## config.mk

```make
export PLATFORM = sky130hd
export DESIGN_NAME = spbc_top
export DESIGN_NICKNAME = d
export VERILOG_FILES = /design/src/common/spbc_pkg.sv /design/src/logic/spbc_pad_ctrl.sv /design/src/logic/spbc_strap_latch.sv /design/src/logic/spbc_top.sv
export VERILOG_INCLUDE_DIRS = /design/src /design/src/common
export SDC_FILE = /design/constraint.sdc
export NUM_CORES = 1
export LEC_CHECK = 0
export BUFFER_PORTS_ARGS = -buffer_cell sky130_fd_sc_hd__buf_2
export CORE_MARGIN = 5
export CORE_UTILIZATION = 46
export CTS_BUF_LIST = sky130_fd_sc_hd__clkbuf_8
export DETAILED_ROUTE_END_ITERATION = 12
export PLACE_DENSITY = 0.9
export SETUP_SLACK_MARGIN = 0.05
export SLEW_MARGIN = 20
export SYNTH_ARGS = -nofsm -noshare
export SYNTH_HDL_FRONTEND = slang
export SYNTH_SLANG_ARGS = --single-unit
```

## constraint.sdc

```tcl
create_clock -name clock_in -period 2.1 [get_ports clock_in]
set_clock_uncertainty 0.15 [all_clocks]
set_input_delay 0.42 -clock clock_in [delete_from_list [all_inputs] [get_ports clock_in]]
set_output_delay 0.42 -clock clock_in [all_outputs]
set_load 0.02 [all_outputs]
```

## src/common/spbc_consts.svh

```systemverilog
// Purpose: Constants for the boot-configuration strap capture block.
// Assumes: APB with 32-bit data, one aligned word per register.
// Notes:   Included by bare name.
`ifndef SPBC_CONSTS_SVH
`define SPBC_CONSTS_SVH

// ----------------------------------------------------------------------
// Register byte offsets
// ----------------------------------------------------------------------
`define SPBC_OFS_STRAP      12'h000
`define SPBC_OFS_DECODE     12'h004
`define SPBC_OFS_OVERRIDE   12'h008

// ----------------------------------------------------------------------
// Strap bit positions in the strap-value register
// ----------------------------------------------------------------------
`define SPBC_BIT_LDO        0
`define SPBC_BIT_BOOT       1
`define SPBC_BIT_QUAL       2
`define SPBC_BIT_LOG        3
`define SPBC_BIT_SDIO       4

// ----------------------------------------------------------------------
// Override register fields
// ----------------------------------------------------------------------
`define SPBC_OVR_LDO_EN     0
`define SPBC_OVR_LDO_VAL    1
`define SPBC_OVR_SDIO_EN    2
`define SPBC_OVR_SAMPLE     3
`define SPBC_OVR_OUTPUT     4

// ----------------------------------------------------------------------
// Decode register fields
// ----------------------------------------------------------------------
`define SPBC_DEC_LDO        0
`define SPBC_DEC_BOOT_LO    1
`define SPBC_DEC_BOOT_HI    2
`define SPBC_DEC_LOG        3
`define SPBC_DEC_SAMPLE     4
`define SPBC_DEC_OUTPUT     5
`define SPBC_DEC_CAPTURED   6

// ----------------------------------------------------------------------
// Reset values and pull defaults (1 = pull-up, 0 = pull-down)
// ----------------------------------------------------------------------
`define SPBC_PULL_DEFAULT   5'h1A
`define SPBC_STRAP_RST      5'h00
`define SPBC_OVR_RST        5'h00

`endif

```

## src/common/spbc_pkg.sv

```systemverilog
// Purpose: Types for the boot-configuration strap capture block.
// Assumes: Nothing beyond the constants header.
// Notes:   Boot mode codes are the field in the decode register.
package spbc_pkg;

   typedef enum logic [1:0] {
      SPBC_BOOT_DOWNLOAD = 2'h0,
      SPBC_BOOT_FLASH    = 2'h1,
      SPBC_BOOT_UNDEF    = 2'h2
   } spbc_boot_t;

   typedef enum logic [2:0] {
      SPBC_ST_RESET   = 3'b001,
      SPBC_ST_CAPTURE = 3'b010,
      SPBC_ST_RUN     = 3'b100
   } spbc_state_t;

endpackage : spbc_pkg

```

## src/logic/spbc_pad_ctrl.sv

```systemverilog
// Purpose: Strap pad control: weak pulls during reset, function mux after.
// Assumes: Pulls are modelled as enable bits for the pad cells.
// Notes:   Outputs are registered.
`timescale 1ns/1ps
`include "spbc_consts.svh"

module spbc_pad_ctrl #(
   parameter int N = 5
) (
   // Clock and reset
   input  wire logic         clock_in,
   input  wire logic         rst_n_in,
   // Phase
   input  wire logic         in_reset_in,
   // Function side
   input  wire logic [N-1:0] func_out_in,
   input  wire logic [N-1:0] func_oe_in,
   // Pad side
   output logic      [N-1:0] pull_up_en_out,
   output logic      [N-1:0] pull_dn_en_out,
   output logic      [N-1:0] pad_out,
   output logic      [N-1:0] pad_oe_out
);

   localparam logic [N-1:0] PULL_DEF = N'(`SPBC_PULL_DEFAULT);

   // ----------------------------------------------------------------------
   // Pull enables during reset, ordinary drive afterwards
   // ----------------------------------------------------------------------
   always_ff @(posedge clock_in or negedge rst_n_in) begin
      if (!rst_n_in) begin
         pull_up_en_out <= PULL_DEF;
         pull_dn_en_out <= ~PULL_DEF;
         pad_out        <= '0;
         pad_oe_out     <= '0;
      end else if (in_reset_in) begin
         pull_up_en_out <= PULL_DEF;
         pull_dn_en_out <= ~PULL_DEF;
         pad_out        <= '0;
         pad_oe_out     <= '0;
      end else begin
         pull_up_en_out <= '0;
         pull_dn_en_out <= '0;
         pad_out        <= func_out_in;
         pad_oe_out     <= func_oe_in;
      end
   end

endmodule : spbc_pad_ctrl

```

## src/logic/spbc_strap_latch.sv

```systemverilog
// Purpose: Captures the strap pins once and holds them.
// Assumes: Pins are synchronous to the clock.
// Notes:   Only a new reset of the power domain lets it capture again.
`timescale 1ns/1ps
`include "spbc_consts.svh"

module spbc_strap_latch #(
   parameter int N = 5
) (
   // Clock and reset
   input  wire logic         clock_in,
   input  wire logic         rst_n_in,
   // Capture control
   input  wire logic         capture_in,
   input  wire logic [N-1:0] pins_in,
   // Held value
   output logic      [N-1:0] straps_out,
   output logic              captured_out
);

   // ----------------------------------------------------------------------
   // One-shot capture
   // ----------------------------------------------------------------------
   always_ff @(posedge clock_in or negedge rst_n_in) begin
      if (!rst_n_in) begin
         straps_out   <= N'(`SPBC_STRAP_RST);
         captured_out <= 1'b0;
      end else if (capture_in && !captured_out) begin
         straps_out   <= pins_in;
         captured_out <= 1'b1;
      end
   end

endmodule : spbc_strap_latch

```

## src/logic/spbc_top.sv

```systemverilog
// Purpose: Boot-configuration strap capture with APB register access.
// Assumes: One 100 MHz clock; pins synchronous; reset sources combined
//          into nrst_in outside.
// Notes:   Strap order in vectors: ldo, boot, qualify, log, sdio.
`timescale 1ns/1ps
`include "spbc_consts.svh"

module spbc_top #(
   parameter int N = 5
) (
   // Clock and reset
   input  wire logic         clock_in,
   input  wire logic         nrst_in,
   // Module enable
   input  wire logic         module_enable_in,
   // Strap pins
   input  wire logic         ldo_voltage_strap_in,
   input  wire logic         boot_select_strap_in,
   input  wire logic         download_qualify_strap_in,
   input  wire logic         log_and_timing_strap_in,
   input  wire logic         sdio_timing_strap_in,
   // Function drive for the strap pads after boot
   input  wire logic [N-1:0] func_out_in,
   input  wire logic [N-1:0] func_oe_in,
   // Pad control
   output logic      [N-1:0] pull_up_en_out,
   output logic      [N-1:0] pull_dn_en_out,
   output logic      [N-1:0] pad_out,
   output logic      [N-1:0] pad_oe_out,
   // Decoded configuration
   output logic              ldo_1v8_sel_out,
   output logic              boot_flash_out,
   output logic              boot_download_out,
   output logic              boot_log_tx_line_en_out,
   output logic              sdio_sample_rise_out,
   output logic              sdio_output_rise_out,
   output logic              config_valid_out,
   // APB slave
   input  wire logic         psel_in,
   input  wire logic         penable_in,
   input  wire logic         pwrite_in,
   input  wire logic [11:0]  paddr_in,
   input  wire logic [31:0]  pwdata_in,
   input  wire logic [3:0]   pstrb_in,
   output logic      [31:0]  prdata_out,
   output logic              pready_out,
   output logic              pslverr_out
);

   // ----------------------------------------------------------------------
   // Reset synchroniser
   // ----------------------------------------------------------------------
   logic rst_meta_r;
   logic rst_n_r;

   // Release is held back two edges so that every flop leaves reset on the
   // same edge, clear of the asynchronous release.
   always_ff @(posedge clock_in or negedge nrst_in) begin
      if (!nrst_in) begin
         rst_meta_r <= 1'b0;
         rst_n_r    <= 1'b0;
      end else begin
         rst_meta_r <= 1'b1;
         rst_n_r    <= rst_meta_r;
      end
   end

   // ----------------------------------------------------------------------
   // Phase sequencer
   // ----------------------------------------------------------------------
   spbc_pkg::spbc_state_t state_r;
   spbc_pkg::spbc_state_t state_nxt;

   // Capture waits for the enable, so no strap is sampled before it is set.
   always_comb begin
      state_nxt = state_r;
      unique case (state_r)
         spbc_pkg::SPBC_ST_RESET: begin
            if (module_enable_in) begin
               state_nxt = spbc_pkg::SPBC_ST_CAPTURE;
            end
         end
         spbc_pkg::SPBC_ST_CAPTURE: begin
            state_nxt = spbc_pkg::SPBC_ST_RUN;
         end
         spbc_pkg::SPBC_ST_RUN: begin
            state_nxt = spbc_pkg::SPBC_ST_RUN;
         end
         default: begin
            state_nxt = spbc_pkg::SPBC_ST_RESET;
         end
      endcase
   end

   always_ff @(posedge clock_in or negedge rst_n_r) begin
      if (!rst_n_r) begin
         state_r <= spbc_pkg::SPBC_ST_RESET;
      end else begin
         state_r <= state_nxt;
      end
   end

   wire logic capture    = (state_r == spbc_pkg::SPBC_ST_CAPTURE);
   wire logic in_reset   = (state_r != spbc_pkg::SPBC_ST_RUN);

   // ----------------------------------------------------------------------
   // Strap latch and pad control
   // ----------------------------------------------------------------------
   logic [N-1:0] pins;
   logic [N-1:0] straps;
   logic         captured;

   // The pulls stay on through the capture cycle, so an undriven pin is
   // latched at its pulled level.
   assign pins[`SPBC_BIT_LDO]  = ldo_voltage_strap_in;
   assign pins[`SPBC_BIT_BOOT] = boot_select_strap_in;
   assign pins[`SPBC_BIT_QUAL] = download_qualify_strap_in;
   assign pins[`SPBC_BIT_LOG]  = log_and_timing_strap_in;
   assign pins[`SPBC_BIT_SDIO] = sdio_timing_strap_in;

   spbc_strap_latch #(.N(N)) u_latch (
      .clock_in     (clock_in),
      .rst_n_in     (rst_n_r),
      .capture_in   (capture),
      .pins_in      (pins),
      .straps_out   (straps),
      .captured_out (captured)
   );

   spbc_pad_ctrl #(.N(N)) u_pads (
      .clock_in       (clock_in),
      .rst_n_in       (rst_n_r),
      .in_reset_in    (in_reset),
      .func_out_in    (func_out_in),
      .func_oe_in     (func_oe_in),
      .pull_up_en_out (pull_up_en_out),
      .pull_dn_en_out (pull_dn_en_out),
      .pad_out        (pad_out),
      .pad_oe_out     (pad_oe_out)
   );

   // ----------------------------------------------------------------------
   // Override register
   // ----------------------------------------------------------------------
   // Override writes are ignored until the straps are latched, so firmware
   // can never mask a strap before it has been sampled.
   logic [4:0] override_r;

   wire logic apb_access = psel_in && penable_in;
   wire logic apb_write  = apb_access && pwrite_in;
   wire logic sel_strap  = (paddr_in == `SPBC_OFS_STRAP);
   wire logic sel_decode = (paddr_in == `SPBC_OFS_DECODE);
   wire logic sel_ovr    = (paddr_in == `SPBC_OFS_OVERRIDE);
   wire logic addr_ok    = sel_strap || sel_decode || sel_ovr;

   always_ff @(posedge clock_in or negedge rst_n_r) begin
      if (!rst_n_r) begin
         override_r <= 5'(`SPBC_OVR_RST);
      end else if (apb_write && sel_ovr && pstrb_in[0] && captured) begin
         override_r <= pwdata_in[4:0];
      end
   end

   // ----------------------------------------------------------------------
   // Decode of captured straps
   // ----------------------------------------------------------------------
   function automatic spbc_pkg::spbc_boot_t boot_mode(input logic sel, input logic qual);
      if (sel) begin
         boot_mode = spbc_pkg::SPBC_BOOT_FLASH;
      end else if (!qual) begin
         boot_mode = spbc_pkg::SPBC_BOOT_DOWNLOAD;
      end else begin
         boot_mode = spbc_pkg::SPBC_BOOT_UNDEF;
      end
   endfunction : boot_mode

   spbc_pkg::spbc_boot_t boot;
   logic                 ldo_sel;
   logic                 smp_rise;
   logic                 out_rise;

   always_comb begin
      boot     = boot_mode(straps[`SPBC_BIT_BOOT], straps[`SPBC_BIT_QUAL]);
      ldo_sel  = override_r[`SPBC_OVR_LDO_EN] ? override_r[`SPBC_OVR_LDO_VAL]
                                               : straps[`SPBC_BIT_LDO];
      smp_rise = override_r[`SPBC_OVR_SDIO_EN] ? override_r[`SPBC_OVR_SAMPLE]
                                                : straps[`SPBC_BIT_LOG];
      out_rise = override_r[`SPBC_OVR_SDIO_EN] ? override_r[`SPBC_OVR_OUTPUT]
                                                : straps[`SPBC_BIT_SDIO];
   end

   // ----------------------------------------------------------------------
   // Registered configuration outputs
   // ----------------------------------------------------------------------
   // Every output stays low until the capture is done, so nothing downstream
   // acts on the reset value of the latch.
   always_ff @(posedge clock_in or negedge rst_n_r) begin
      if (!rst_n_r) begin
         ldo_1v8_sel_out <= 1'b0;
      end else begin
         ldo_1v8_sel_out <= captured && ldo_sel;
      end
   end

   always_ff @(posedge clock_in or negedge rst_n_r) begin
      if (!rst_n_r) begin
         boot_flash_out    <= 1'b0;
         boot_download_out <= 1'b0;
      end else begin
         boot_flash_out    <= captured && (boot == spbc_pkg::SPBC_BOOT_FLASH);
         boot_download_out <= captured && (boot == spbc_pkg::SPBC_BOOT_DOWNLOAD);
      end
   end

   always_ff @(posedge clock_in or negedge rst_n_r) begin
      if (!rst_n_r) begin
         boot_log_tx_line_en_out <= 1'b0;
      end else begin
         boot_log_tx_line_en_out <= captured && straps[`SPBC_BIT_LOG];
      end
   end

   always_ff @(posedge clock_in or negedge rst_n_r) begin
      if (!rst_n_r) begin
         sdio_sample_rise_out <= 1'b0;
      end else begin
         sdio_sample_rise_out <= captured && smp_rise;
      end
   end

   always_ff @(posedge clock_in or negedge rst_n_r) begin
      if (!rst_n_r) begin
         sdio_output_rise_out <= 1'b0;
      end else begin
         sdio_output_rise_out <= captured && out_rise;
      end
   end

   always_ff @(posedge clock_in or negedge rst_n_r) begin
      if (!rst_n_r) begin
         config_valid_out <= 1'b0;
      end else begin
         config_valid_out <= captured && module_enable_in;
      end
   end

   // ----------------------------------------------------------------------
   // APB read path, zero wait states
   // ----------------------------------------------------------------------
   // Unmapped offsets read zero and are answered with an error.
   logic [31:0] rdata;

   always_comb begin
      rdata = 32'h0000_0000;
      if (sel_strap) begin
         rdata[N-1:0] = straps;
      end else if (sel_decode) begin
         rdata[`SPBC_DEC_LDO]                       = ldo_sel;
         rdata[`SPBC_DEC_BOOT_HI:`SPBC_DEC_BOOT_LO] = boot;
         rdata[`SPBC_DEC_LOG]                       = straps[`SPBC_BIT_LOG];
         rdata[`SPBC_DEC_SAMPLE]                    = smp_rise;
         rdata[`SPBC_DEC_OUTPUT]                    = out_rise;
         rdata[`SPBC_DEC_CAPTURED]                  = captured;
      end else if (sel_ovr) begin
         rdata[4:0] = override_r;
      end
   end

   // Read data is launched in the setup cycle so that it stands through the
   // access phase, in which the master takes it.
   always_ff @(posedge clock_in or negedge rst_n_r) begin
      if (!rst_n_r) begin
         prdata_out <= 32'h0000_0000;
      end else if (psel_in && !penable_in) begin
         prdata_out <= pwrite_in ? 32'h0000_0000 : rdata;
      end
   end

   // Ready and error stand for exactly the access phase: zero wait states.
   always_ff @(posedge clock_in or negedge rst_n_r) begin
      if (!rst_n_r) begin
         pready_out  <= 1'b0;
         pslverr_out <= 1'b0;
      end else if (psel_in && !penable_in) begin
         pready_out  <= 1'b1;
         pslverr_out <= !addr_ok;
      end else begin
         pready_out  <= 1'b0;
         pslverr_out <= 1'b0;
      end
   end

endmodule : spbc_top

```

# Yosys cells after proc, flatten, opt, wreduce, memory -nomap -nowiden

Cells that the tools add are included.

Output and inout port bits: 61
Flip-flop bits (word level): 75
Word-level logic and storage cells: 69
Input bits: 69

Reduce and logical (&&, ||, !) cells: 22
Equal/unequal tests: 8
Muxes and demuxes: 19

Operators with widths:

| kind                                            | count |
|---|---|
| 2-to-1 mux 5 bit                                | 6 |
| logical AND 1 bit                               | 14 |
| == test 12 x 3 -> 1 bit (second input constant) | 1 |
| == test 12 x 4 -> 1 bit (second input constant) | 1 |
| zero test 12 bit                                | 1 |
| 2-to-1 mux 2 bit                                | 4 |
| 2-to-1 mux 7 bit                                | 1 |
| 2-to-1 mux 3 bit                                | 2 |
| case mux 3 bit (2 select lines)                 | 1 |
| 2-to-1 mux 1 bit                                | 5 |
| == test 3 x 1 -> 1 bit (second input constant)  | 1 |
| == test 3 x 2 -> 1 bit (second input constant)  | 1 |
| == test 3 bit (second input constant)           | 1 |
| zero test 1 bit                                 | 3 |
| != test 3 bit (second input constant)           | 1 |
| == test 2 x 1 -> 1 bit (second input constant)  | 1 |
| zero test 2 bit                                 | 1 |
| logical OR 1 bit                                | 2 |
| != test 2 bit (second input constant)           | 1 |
| OR reduction 2 bit                              | 1 |

# Logic depth before layout (Yosys ltp)

Word-level depth: 5
Gate-level depth with buffers: 5
Depth with buffers taken out: 4

# Hierarchy

Synthesis repeated with hierarchy kept, for this count alone.

Cell total of the unflattened synthesis: 163
Area, all modules: 1915.6 um^2

By module, submodules not included:

| module           | instances | cells an instance | area an instance (um^2) | seq. area each (um^2) |
|---|---|---|---|---|
| spbc_top         | 1         | 119               | 1278.7                  | 651.9 |
| spbc_pad_ctrl    | 1         | 31                | 410.4                   | 276.5 |
| spbc_strap_latch | 1         | 13                | 226.5                   | 150.1 |

# Least setup slack after synthesis

Ideal clock, no wire load.

Path type: input-to-reg
Start point: in paddr_in[1]
End point: reg override_r[0]
Stages on the path: 5
Required time: 1.825 ns
Buffers on the path: 1
Arrival time: 1.810 ns
Path slack: 0.015 ns
Cell sequence: nor4_2 -> nand3_2 -> or4_4 -> buf_6 -> mux2_4

Cells in the longest elaborated chain, start to end: 4

Ends and longest elaborated chain:

| what                                     | RTL line        | text |
|---|---|---|
| start: declaration                       | spbc_top.sv:42  | `input wire logic [11:0] paddr_in,` |
| == test 12 x 4 -> 1 bit (no source line) | n/a             |  |
| logical AND 1 bit (3 in a row)           | spbc_top.sv:159 | `end else if (apb_write && sel_ovr && pstrb_in[0] && captured) begin` |
| end signal: assignment                   | spbc_top.sv:158 | `` override_r <= 5'(`SPBC_OVR_RST); `` |
| end signal: assignment                   | spbc_top.sv:160 | `override_r <= pwdata_in[4:0];` |
| end: declaration                         | spbc_top.sv:147 | `logic [4:0] override_r;` |

Every way passes these cells.
A chain may end at the register's enable or synchronous reset.

# Worst setup path after layout

Start point: in paddr_in[1]
End point: reg override_r[1]

Same word-level chain as after synthesis.

==> metrics.md <==
| Metric | Value |
|---|---|
| Final Cycle Share | `87.8%` |
| Most frequent cells in the layout | `buf_2, dfrtp_1, conb_1` |
| Overall Global Routing Usage | `between 10% and 20%` |
| Mux share of post-synthesis cell area | `under 10%` |
| CTS H-tree lvls | `2` |
| Initial antenna violation count | `0` |
| Root buf cell | `clkbuf_8` |
| Post-detail-place hpwl | `between 3000 and 4000 microns` |
| Cts bufs inserted | `5` |
| Fraction of registers with async set or reset after synthesis | `between 90% and 100%` |
| Status | `complete, no violations` |
| Hold Path Stages | `2` |
| Crit path time final | `1840 ps` |
| Slew margin rel. | `44.6%` |
| R2r worst-path depth | `3` |
| Core area | `about 4000 sq um` |
| Global-route wire length before repair | `5820 microns` |
| Avg Cell Area, Syn | `about 12 sq um` |
| Wire per inst | `around 13 microns` |
| Die H | `~75 microns` |
| Port Buffers | `69` |
| Worst path max stage delay | `about 590 ps` |
| Synth Flop Type | `dfrtp_1` |
| Vias | `between 1000 and 1500` |
| Area share of the largest cell type after synthesis | `53.4%` |
| Initial Util | `between 40% and 50%` |
| Die width | `between 70 and 80 microns` |
| Flops & latches, synth | `43` |
| Design Power | `approximately 1.8 mW` |
| Largest net degree at the start of global routing | `42` |
| Synth warn | `0` |
| Antenna diodes | `0` |
| Cells after Synth | `about 170` |
| Layout Cells excl Fill | `about 290` |
| Slowest cell on the critical path | `or4_4` |
| Area leader, netlist | `dfrtp_1` |
| Mapped Area | `about 1900 sq um` |
| Drt via density | `roughly 4.6` |
| Adder-Cell Fraction of Synth Area | `0%` |
| Worst Tran Pin Value | `approximately 830 ps` |
| Post-synthesis simple-gate area fraction | `14.1%` |
| Detailed Routing Iterations Pass 1 | `4` |
| Post-synth EDFFs | `0` |
| Seq. cell area | `between 1000 and 1500 sq um` |
| Clk buf depth | `2` |
| Ratio of cells with drive above 1 in the final layout | `between 40% and 50%` |
| Final setup fails | `0` |
| Area delta synth->final | `21.1%` |
| Fin. Hold Viols | `0` |
| Full die area | `around 5600 sq um` |
| Setup_tns | `0 ps` |
| Critical Path Sink Type | `flop` |
| Main combinational cell family by area after synthesis | `buffers and inverters` |
| CP top delay family | `simple AND/OR/NAND/NOR gates` |
| Reg2Reg Setup Slack | `360 ps` |
| Leakage | `about 1.3 nW` |
| Gpl congestion | `0.802` |
| Crit Path Category | `input port to flop` |
| DRT Wirelength | `between 3000 and 4000 microns` |
| CP cell instances | `buf_2 -> nor4_4 -> nand3_2 -> or4_4 -> mux2_4` |
| Most common cell after layout, fill and taps aside | `buf_2` |
| Max-cap violations | `0` |
| CP arrival | `roughly 1900 ps` |
| Row cnt | `23` |
| Synth Area in Compound Gates | `under 10%` |
| Fmax | `around 0.54 GHz` |
| Dpl cells | `278` |
| Stages on worst setup path | `5` |
| CTS tree | `done` |
| Final slew viol count | `0` |
| Crit-path max FO | `5` |
| Starting DRT DRC Count | `around 110` |
| Nets | `~300` |
| Xor/xnor share of the synthesized area | `0.455%` |
| Hold Path Class | `input port to flop` |
| Layout fillers | `between 300 and 400` |
| Num ports | `130` |
| Worst vdd ir | `0.309 mV` |
| Synth unique cells | `31` |
| Multi-input gate area | `669 sq um` |
| # DRC | `0` |
| Vias in the first global route | `between 1000 and 1500` |
| Startpoint Class | `input port` |
| Worst path bufs/invs | `1` |
| Final hold slack | `~170 ps` |
| Final antenna-violating net count | `0` |
| Power Dens Cells | `approximately 760 nW/um^2` |
| Area contributors post-synth | `dfrtp_1, buf_4, and2_1` |
| Worst Path Required | `between 2000 and 2500 ps` |
| GRT Residual Overflow | `0` |
| Worst-path clk slew | `around 80 ps` |
| Post-synthesis sequential area ratio | `56.1%` |
| RSZ-0062 raised after global routing | `no` |
| Worst-Skew Late Latency | `approximately 300 ps` |
| CTS sink count | `43` |
path summary, 6_finish.rpt:
path	start	endpoint
min in group asynchronous	rst_n_r	u_latch.straps_out[1]
max in group asynchronous	rst_n_r	override_r[0]
worst min register to register	rst_meta_r	rst_n_r
worst min-delay path	func_oe_in[3]	u_pads.pad_oe_out[3]
worst max-delay path	paddr_in[1]	override_r[1]
worst max register to register	u_latch.captured_out	override_r[1]
metal layers:
metal	track usage [%]	share of wire, %	vias up
li1	-	-	626
met1	16.8	36	609
met2	22.0	50	70
met3	5.61	12	9
met4	6.72	2.4	0
met5	0	0	-
kinds of logic (layout without fill, tap and decap cells):
kind of cell           after synthesis  in the layout
AND/OR/NAND/NOR                     48             48
buffers and inverters               44             87
flip-flops                          43             43
AO/OA/AOI/OAI                       14             14
multiplexers                        13             13
other                                2             31
XOR/XNOR                             1              1
worst reg2reg max path, cell delays in order, from the launching register on:
cell and delay [ps]:
dfrtp_1 460, nand4_1 130, or4_4 560, mux2_4 320
repair_timing:
item                      in CTS  in global routing
hold buffers                   1                  0
hold endpoints to repair       2                  0
resized for setup              0                  0
setup buffers                  0                  0
registers in the layout, summed over array words and instances (netlist names):
register,count
pslverr_out,1
u_pads.pull_dn_en_out,1
pready_out,1
u_latch.captured_out,1
override_r,5
prdata_out,7
ldo_1v8_sel_out,1
sdio_sample_rise_out,1
state_r,3
boot_download_out,1
rst_meta_r,1
u_latch.straps_out,5
rst_n_r,1
u_pads.pad_out,5
boot_log_tx_line_en_out,1
u_pads.pad_oe_out,5
sdio_output_rise_out,1
config_valid_out,1
boot_flash_out,1
cell usage after synthesis (all sizes together) (3+ instances only):
master  count
a21oi       3
and2       13
buf        36
clkbuf      3
dfrtp      41
inv         5
mux2       10
mux2i       3
nand2      12
nor2       10
nor4        4
o21ai       4
per-stage QoR:
| step | area (sq um) | setup slack (ps) | util (%) |
|---|---|---|---|
| final | 2330 | 256 | 57.8 |
| after CTS | 2330 | 241 | 57.8 |
| after global routing | 2330 | 198 | 57.8 |
| after detailed placement | 2210 | -68.1 | 54.8 |
| after global placement | 2210 | -20.7 | 54.8 |
| after floorplan | 2050 | 57.5 | - |
final cells by class:
class	count	share of cell area [%]
sequential	43	46.4
multi-input combinational	107	28.7
timing repair buffer	74	16.6
clock buffer	5	2.96
tap	50	2.69
clock inverter	3	1.88
inverter	5	0.806
report_power, final:
group          total (mW)  switching, mW  internal (mW)
clock               0.627          0.274          0.354
sequential          0.920         0.0430          0.877
combinational       0.232          0.149         0.0829
total                1.78          0.466           1.31
Power figures use the tool's default switching activity.
